`src/hdl/adc_seq_consts.vh`:
```
// Constants for the converter sequencer: offsets, fields, reset values, timing
`ifndef ADC_SEQ_CONSTS_VH
`define ADC_SEQ_CONSTS_VH

// Register word offsets (Avalon word addresses, matched against avs_address directly)
`define OFS_MODE0 4'h0
`define OFS_CHSEL 4'h1
`define OFS_STATUS 4'h2
`define OFS_RESULT 4'h3
`define OFS_RESULT_HI 4'h4

// Mode register 0 fields
`define MODE0_START_BIT 7
`define MODE0_SCAN_BIT 6
`define MODE0_ONESHOT_BIT 3
`define MODE0_ENABLE_BIT 0

// Reset values
`define MODE0_RESET 8'h00
`define CHSEL_RESET 8'h00
`define RESULT_RESET 16'h0000
`define RESULT_HI_RESET 8'h00

// Result scaling: approximation value times 64 is a left shift by 6
`define RESULT_SHIFT 6
`define SAR_BITS 10

// Conversion timing: one comparison step per bit plus sampling
`define SAMPLE_CYCLES 8'h10
`define STEP_CYCLES 8'h04

// Software settling wait before start, in ns, and its cycle count at 250 MHz
`define STAB_WAIT_NS 1000
`define CLK_PERIOD_NS 4
`define STAB_WAIT_CYCLES ((`STAB_WAIT_NS + `CLK_PERIOD_NS - 1) / `CLK_PERIOD_NS)

`endif

```
`src/hdl/adc_result_store.v`:
```
// Result word and high-byte result holding registers
`timescale 1ns/1ps
`default_nettype none
`include "adc_seq_consts.vh"

module adc_result_store (
  input wire ref_clk,
  input wire rstn,
  input wire store,
  input wire [9:0] approx,
  output reg [15:0] result_word,
  output reg [7:0] result_high_byte
);

  // ----------------------------------------------------------------
  // Left-justified store
  // ----------------------------------------------------------------
  // Result is approximation times 64; high byte is the top eight bits
  always @(posedge ref_clk or negedge rstn) begin
    if (!rstn) begin
      result_word <= `RESULT_RESET;
      result_high_byte <= `RESULT_HI_RESET;
    end else if (store) begin
      result_word <= {approx, 6'h00};
      result_high_byte <= approx[9:2];
    end
  end

endmodule // adc_result_store
`default_nettype wire

```
`src/hdl/adc_sar_core.v`:
```
// Successive approximation bit-search driving the comparator
`timescale 1ns/1ps
`default_nettype none
`include "adc_seq_consts.vh"

module adc_sar_core #(
  parameter [7:0] SAMPLE_CYCLES = `SAMPLE_CYCLES,
  parameter [7:0] STEP_CYCLES = `STEP_CYCLES
) (
  input wire ref_clk,
  input wire rstn,
  input wire start,
  input wire abort,
  input wire cmp_high,
  output reg sampling,
  output reg [9:0] trial,
  output reg done,
  output reg [9:0] approx
);

  localparam [1:0] S_IDLE = 2'h0;
  localparam [1:0] S_SAMPLE = 2'h1;
  localparam [1:0] S_STEP = 2'h2;

  reg [1:0] st_q;
  reg [7:0] cnt_q;
  reg [3:0] bit_q;

  // ----------------------------------------------------------------
  // Bit search
  // ----------------------------------------------------------------
  // Start wins over abort so a restart never loses a cycle
  // The tap reaches the pin one cycle late, so STEP_CYCLES below 2 compares a stale tap
  always @(posedge ref_clk or negedge rstn) begin
    if (!rstn) begin
      st_q <= S_IDLE;
      cnt_q <= 8'h00;
      bit_q <= 4'h0;
      sampling <= 1'b0;
      trial <= 10'h000;
      done <= 1'b0;
      approx <= 10'h000;
    end else begin
      done <= 1'b0;
      if (start) begin
        st_q <= S_SAMPLE;
        cnt_q <= SAMPLE_CYCLES;
        sampling <= 1'b1;
        trial <= 10'h000;
      end else if (abort) begin
        st_q <= S_IDLE; // Partial bits dropped, never stored
        sampling <= 1'b0;
        trial <= 10'h000;
      end else begin
        case (st_q)
          S_IDLE: begin
            sampling <= 1'b0;
          end
          S_SAMPLE: begin
            if (cnt_q == 8'h01) begin
              sampling <= 1'b0;
              st_q <= S_STEP;
              bit_q <= 4'h9;
              trial <= 10'h200;
              cnt_q <= STEP_CYCLES;
            end else begin
              cnt_q <= cnt_q - 8'h01;
            end
          end
          S_STEP: begin
            if (cnt_q == 8'h01) begin
              // Keep trial bit only if input is at or above the tap
              if (!cmp_high)
                trial[bit_q] <= 1'b0;
              if (bit_q == 4'h0) begin
                st_q <= S_IDLE;
                done <= 1'b1;
                approx <= cmp_high ? trial : (trial & 10'h3fe);
              end else begin
                bit_q <= bit_q - 4'h1;
                trial[bit_q - 4'h1] <= 1'b1;
                cnt_q <= STEP_CYCLES;
              end
            end else begin
              cnt_q <= cnt_q - 8'h01;
            end
          end
          default: st_q <= S_IDLE;
        endcase
      end
    end
  end

endmodule // adc_sar_core
`default_nettype wire

```
`src/hdl/adc_sw_trigger_seq.v`:
```
// Software-trigger converter sequencer with Avalon-MM register slave
// Summary of operation
// - Result is approximation value times sixty-four
// - Enable from stop enters standby, no conversion
// - Select mode start converts the selected channel
// - Each end stores word, high byte, raises irq
// - Select sequential repeats while start stays set
// - One-shot clears start, returns to standby
// - Start rewrite mid-conversion discards and restarts
// - Channel write mid-conversion restarts on new channel
// - Hardware trigger ignored during sequential conversion
// - Clearing start mid-conversion aborts to standby
// - Clearing enable in standby enters stop
// - Start ignored while enable is zero
// - Hardware trigger ignored in one-shot standby
// - Scan converts four slots in fixed order
// - Scan sequential stores and interrupts per channel
// - Scan start rewrite restarts at first slot
// - Scan channel write restarts new group slot
// - Start is bit seven of mode register
// - Reset clears result word and high byte
//
// Added by the designer: the Avalon-MM slave port and the register offsets.
`timescale 1ns/1ps
`default_nettype none
`include "adc_seq_consts.vh"

module adc_sw_trigger_seq #(
  parameter [7:0] SAMPLE_CYCLES = `SAMPLE_CYCLES,
  parameter [7:0] STEP_CYCLES = `STEP_CYCLES
) (
  input wire ref_clk,
  input wire rstn,
  input wire [3:0] avs_address,
  input wire avs_read,
  input wire avs_write,
  input wire [31:0] avs_writedata,
  input wire [3:0] avs_byteenable,
  output reg [31:0] avs_readdata,
  output reg avs_waitrequest,
  input wire hw_trigger,
  input wire cmp_high,
  output reg sample_hold,
  output reg [9:0] dac_tap,
  output reg [4:0] analog_channel,
  output reg conversion_end_irq,
  output reg converter_powered
);

  // State codes
  localparam [1:0] ST_STOP = 2'h0;
  localparam [1:0] ST_STANDBY = 2'h1;
  localparam [1:0] ST_CONVERT = 2'h2;

  reg [1:0] state_q;
  reg [7:0] converter_mode_reg0;
  reg [7:0] channel_select_reg;
  reg [1:0] slot_q;
  reg ack_q;
  reg kick_q;
  reg abort_q;

  wire sampling;
  wire [9:0] trial;
  wire done;
  wire [9:0] approximation_value;
  wire [15:0] result_word;
  wire [7:0] result_high_byte;

  wire converter_enable_bit = converter_mode_reg0[`MODE0_ENABLE_BIT];
  wire conversion_start_bit = converter_mode_reg0[`MODE0_START_BIT];
  wire scan_mode = converter_mode_reg0[`MODE0_SCAN_BIT];
  wire one_shot = converter_mode_reg0[`MODE0_ONESHOT_BIT];

  // Accepted bus access: one wait cycle, taken when waitrequest is low
  wire acc = (avs_read | avs_write) & ack_q;
  wire wr = avs_write & ack_q & avs_byteenable[0];
  wire wr_mode = wr & (avs_address == `OFS_MODE0);
  wire wr_chsel = wr & (avs_address == `OFS_CHSEL);
  wire new_start = avs_writedata[`MODE0_START_BIT];
  wire new_enable = avs_writedata[`MODE0_ENABLE_BIT];
  wire last_slot = (slot_q == 2'h3);

  // Channel for a slot: scan uses the group base plus slot
  function [4:0] chan_of;
    input [7:0] sel;
    input scan;
    input [1:0] slot;
    begin
      if (scan)
        chan_of = {sel[4:2], slot};
      else
        chan_of = sel[4:0];
    end
  endfunction

  // ----------------------------------------------------------------
  // Conversion engine and result holding
  // ----------------------------------------------------------------
  adc_sar_core #(
    .SAMPLE_CYCLES(SAMPLE_CYCLES),
    .STEP_CYCLES(STEP_CYCLES)
  ) u_core (
    .ref_clk(ref_clk),
    .rstn(rstn),
    .start(kick_q),
    .abort(abort_q),
    .cmp_high(cmp_high),
    .sampling(sampling),
    .trial(trial),
    .done(done),
    .approx(approximation_value)
  );

  adc_result_store u_store (
    .ref_clk(ref_clk),
    .rstn(rstn),
    .store(done),
    .approx(approximation_value),
    .result_word(result_word),
    .result_high_byte(result_high_byte)
  );

  // ----------------------------------------------------------------
  // Avalon handshake: every access waits one cycle
  // ----------------------------------------------------------------
  always @(posedge ref_clk or negedge rstn) begin
    if (!rstn) begin
      ack_q <= 1'b0;
      avs_waitrequest <= 1'b1;
    end else begin
      ack_q <= (avs_read | avs_write) & ~ack_q;
      avs_waitrequest <= ~((avs_read | avs_write) & ~ack_q);
    end
  end

  // Read mux; unmapped words read zero
  always @(posedge ref_clk or negedge rstn) begin
    if (!rstn) begin
      avs_readdata <= 32'h00000000;
    end else if (avs_read & ~ack_q) begin
      case (avs_address)
        `OFS_MODE0: avs_readdata <= {24'h000000, converter_mode_reg0};
        `OFS_CHSEL: avs_readdata <= {24'h000000, channel_select_reg};
        `OFS_STATUS: avs_readdata <= {28'h0000000, slot_q, state_q};
        `OFS_RESULT: avs_readdata <= {16'h0000, result_word};
        `OFS_RESULT_HI: avs_readdata <= {24'h000000, result_high_byte};
        default: avs_readdata <= 32'h00000000;
      endcase
    end
  end

  // ----------------------------------------------------------------
  // Sequencer
  // ----------------------------------------------------------------
  // Software writes and completions both touch the start bit; the
  // software write takes priority since it is the newer command.
  always @(posedge ref_clk or negedge rstn) begin
    if (!rstn) begin
      state_q <= ST_STOP;
      converter_mode_reg0 <= `MODE0_RESET;
      channel_select_reg <= `CHSEL_RESET;
      slot_q <= 2'h0;
      kick_q <= 1'b0;
      abort_q <= 1'b0;
      conversion_end_irq <= 1'b0;
    end else begin
      kick_q <= 1'b0;
      abort_q <= 1'b0;
      conversion_end_irq <= done;
      // hw_trigger never reaches the engine in these modes
      if (wr_chsel)
        channel_select_reg <= avs_writedata[7:0];
      if (wr_mode) begin
        // Start bit masked while the converter is disabled
        converter_mode_reg0 <= {new_start & new_enable, avs_writedata[6:0]};
        if (!new_enable) begin
          state_q <= ST_STOP;
          abort_q <= 1'b1;
        end else if (new_start) begin
          state_q <= ST_CONVERT;
          slot_q <= 2'h0;
          kick_q <= 1'b1;
        end else begin
          state_q <= ST_STANDBY;
          abort_q <= 1'b1;
        end
      end else if (wr_chsel && state_q == ST_CONVERT) begin
        slot_q <= 2'h0;
        kick_q <= 1'b1;
      end else if (done && state_q == ST_CONVERT) begin
        if (scan_mode && !last_slot) begin
          slot_q <= slot_q + 2'h1;
          kick_q <= 1'b1;
        end else if (one_shot) begin
          converter_mode_reg0[`MODE0_START_BIT] <= 1'b0;
          state_q <= ST_STANDBY;
          slot_q <= 2'h0;
        end else begin
          slot_q <= 2'h0;
          kick_q <= 1'b1;
        end
      end
      // Trigger input is deliberately unused
    end
  end

  // ----------------------------------------------------------------
  // Analog-side outputs, registered
  // ----------------------------------------------------------------
  always @(posedge ref_clk or negedge rstn) begin
    if (!rstn) begin
      sample_hold <= 1'b0;
      dac_tap <= 10'h000;
      analog_channel <= 5'h00;
      converter_powered <= 1'b0;
    end else begin
      sample_hold <= sampling;
      dac_tap <= trial;
      analog_channel <= chan_of(channel_select_reg, scan_mode, slot_q);
      converter_powered <= (state_q != ST_STOP);
    end
  end

  // Unused read of acc and hw_trigger keeps intent visible
  wire unused_ok = acc | hw_trigger | (|avs_writedata[31:8]) | (|avs_byteenable[3:1]);

endmodule // adc_sw_trigger_seq
`default_nettype wire

```
`config.mk`:
```
export PLATFORM = sky130hd
export DESIGN_NAME = adc_sw_trigger_seq
export DESIGN_NICKNAME = d
export VERILOG_FILES = /design/src/hdl/adc_result_store.v /design/src/hdl/adc_sar_core.v /design/src/hdl/adc_sw_trigger_seq.v
export VERILOG_INCLUDE_DIRS = /design/src /design/src/hdl
export SDC_FILE = /design/constraint.sdc
export NUM_CORES = 1
export LEC_CHECK = 0
export ABC_AREA = 1
export BUFFER_PORTS_ARGS = -buffer_cell sky130_fd_sc_hd__buf_4
export CAP_MARGIN = 20
export CORE_MARGIN = 10
export CORE_UTILIZATION = 57
export CTS_BUF_LIST = sky130_fd_sc_hd__clkbuf_4
export DETAILED_ROUTE_END_ITERATION = 7
export PLACE_DENSITY = 0.82
export SLEW_MARGIN = 20
export SYNTH_ARGS = -nofsm -noshare
export SYNTH_HDL_FRONTEND = slang
export SYNTH_SLANG_ARGS = --single-unit
```
`constraint.sdc`:
```
create_clock -name ref_clk -period 2.28 [get_ports ref_clk]
set_clock_uncertainty 0.15 [all_clocks]
set_input_delay 0.456 -clock ref_clk [delete_from_list [all_inputs] [get_ports ref_clk]]
set_output_delay 0.456 -clock ref_clk [all_outputs]
set_load 0.005 [all_outputs]
```
==> run metrics <==
Cells after Synth=560; clock root cell=clkbuf_4; WS Path Type=reg2reg; leakage=2.89 nW; Yosys top cell by area=dfrtp_1; Synth warnings=0; Achievable Freq=481 MHz; min Tclk post-route=2.08 ns; register-to-register setup slack=0.20 ns; Die X=113 µm; Least-Margin Pin Slew=0.569 ns; RSZ-0062 raised after global routing=false; synth top area cells=dfrtp_1 (52%), nand2_1 (13%), o21ai_0 (5.5%); Mean Syn Cell Area=8.79 µm²; Hold Vio Cnt, Final=0; Max VDD drop=0.643 mV; Ports=97; final core occ=67.0%; Max Buffers Root-to-Sink=2; wire per inst=14.5 µm; max_cap viols=0; max-slew violations=0; status=finished clean; GR Overflow Total=0; period utilisation layout=91.1%; vias in the first global route=3854; initial DRC count=213; PD cells=932 nW/µm²; row count=33; relative slew slack=62.1%; Clock transition at path regs=0.14 ns; Antenna Cells=0; HPWL Detailed=7870 µm; setup TNS=0 ns; worst path arrival time=2.26 ns; Pre-Repair DR Iteration Count=5; Die Area=12800 µm²; Critical Path Start Type=flop; layout cells sized above 1=19.3%; first-pass GRT wire length=18100 µm; largest family of logic cells by synthesized area=simple AND/OR/NAND/NOR gates; Core Region=8300 µm²; Hold Crit Class=in2reg; overall routed net length=10500 µm; clock sinks=103; Post-Synth Adder-Cell Area=3.05%; Crit. Startpoint=u_core.bit_q[0]; TritonCTS clock tree=built; Synth Area in XOR/XNOR=0.356%; CP max FO=11; clk_lat worst skew=0.45 ns; sequential-to-total area share from yosys stat=52.4%; gr usage total=16.7%; Cell variety after synth=40; gpl congestion=0.875; RR Endpoint=u_core.cnt_q[4]; Worst Setup End Kind=flop; port buffer count=52; Req. time, crit path=2.46 ns; reg2reg start=u_core.bit_q[0]; simple-gate portion of the synthesized area=23.9%; Residual DRC=0; Largest Register=avs_readdata; DRT antenna net count=0; mux share of post-synthesis cell area=0.915%; Num CTS Buffers=9; htree depth=3; initial antenna violation count=0; Synth Register Bits=103; max FFs per register=16; layout net count=676; Initial Util=59.3%; Die Y=113 µm; post-synthesis compound-gate area fraction=10.2%; worst setup path end=u_core.cnt_q[4]; via-per-instance ratio=5.25; Cell Area, Synth=4920 µm²; FF-to-FF path depth=9; Syn-to-layout area delta=13.0%; Setup-failing EPs final=0; Yosys top cell area share=51.9%; Via Count=3820; largest net degree at the start of global routing=47
## layer usage
layer / up-vias / wire length, µm / GRT usage [%]
met3: 22 / 561 / 4.54
li1: 1877 / - / -
met1: 1820 / 4540 / 20.0
met4: 0 / 209 / 5.41
met2: 101 / 5220 / 28.6
met5: - / 0 / 0
## per-stage QoR
step / setup WS, ns / std cells / hold slack [ns] / total power [mW] / area, µm²
2_1_floorplan: 0.504 / 575 / 0.0104 / 3.56 / 4980
3_3_place_gp: 0.282 / 711 / 0.207 / 3.96 / 5360
3_5_place_dp: 0.181 / 711 / 0.215 / 4.04 / 5360
4_1_cts: 0.150 / 728 / 0.0533 / 5.21 / 5560
5_1_grt: 0.0155 / 728 / 0.0685 / 5.52 / 5560
6_report: 0.203 / 728 / 0.0797 / 5.18 / 5560
## report_power, final
part,internal [mW],switching (mW)
logic,0.594,1.09
registers,2.12,0.226
clock network,0.583,0.574
total,3.30,1.89
## synth_stat cells (all sizes together)
| master | number |
|---|---|
| xnor2 | 1 |
| clkbuf | 3 |
| o22ai | 2 |
| xor2 | 1 |
| conb | 1 |
| o21ai | 74 |
| ha | 12 |
| nor3 | 4 |
| nor2 | 36 |
| nand3b | 1 |
| a31oi | 1 |
| dfstp | 1 |
| nand4 | 10 |
| or2 | 1 |
| buf | 22 |
| a21boi | 1 |
| and3 | 1 |
| a21oi | 7 |
| mux2 | 3 |
| dfrtp | 102 |
| o211ai | 1 |
| o31ai | 8 |
| nand2 | 178 |
| nand3 | 20 |
| inv | 69 |
## repair_timing
action / in CTS / in global routing
endpoints found under the setup margin: 0 / 1
hold endpoints to repair: 35 / 0
buffers inserted: 0 / 0
gates resized for setup: 0 / 1
hold buffers: 1 / 0
## worst max-delay path, cell delays in order (launching register included)
cell and delay [ns]:
dfrtp_1 0.45, inv_1 0.19, ha_2 0.28, nand3_4 0.13, nor2_4 0.13, nand3_1 0.12, nand2_2 0.20, inv_1 0.13
o21ai_0 0.10, nand2_1 0.08
## logic make-up after synthesis
family,after synthesis
compound gates,94
buf+inv,94
other cells,1
flops,103
fa+ha+maj,12
xor+xnor,2
mux,3
simple gates,251
## cells in the final DEF (no fill, tap or decap), types with 2 or more instances in the layout
master | synthesis | final
nand2_1 | 165 | 165
dfrtp_1 | 102 | 102
inv_1 | 57 | 57
buf_4 | 16 | 55
o21ai_0 | 54 | 54
nor2_1 | 24 | 24
o21ai_1 | 20 | 20
nand3_1 | 17 | 17
conb_1 | 1 | 16
ha_1 | 12 | 11
clkbuf_4 | 0 | 11
nand4_1 | 10 | 10
inv_2 | 9 | 9
o31ai_1 | 8 | 8
nor2_2 | 7 | 7
nand2_2 | 7 | 7
a21oi_1 | 6 | 6
nand2_4 | 6 | 6
nor2_4 | 3 | 3
nor3_1 | 3 | 3
mux2_4 | 3 | 3
bufinv_16 | 0 | 3
inv_4 | 2 | 2
nand3_2 | 2 | 2
nor2_8 | 2 | 2
o22ai_1 | 2 | 2
## how the worst min path moves through the flow
stage                      from                     end  slack (ns)  cells after the start
6_report       avs_writedata[5]  converter_mode_reg0[5]        0.08                      3
3_3_place_gp    u_core.trial[9]              dac_tap[9]        0.21                      0
3_5_place_dp    u_core.trial[9]              dac_tap[9]        0.22                      0
5_1_grt        avs_writedata[5]  converter_mode_reg0[5]        0.07                      3
2_1_floorplan              rstn                 abort_q        0.01                      0
4_1_cts        avs_writedata[5]  converter_mode_reg0[5]        0.05                      3
## area by class of cell
type,instances,area (µm²)
fillers,657,2740
clock inverters,5,106
clock buffers,11,82.6
well taps,105,131
multi-input cells,378,1950
inverters,69,269
repair buffers,57,443
flip-flops and latches,103,2580
No activity file was read; power rests on OpenSTA's default activity.
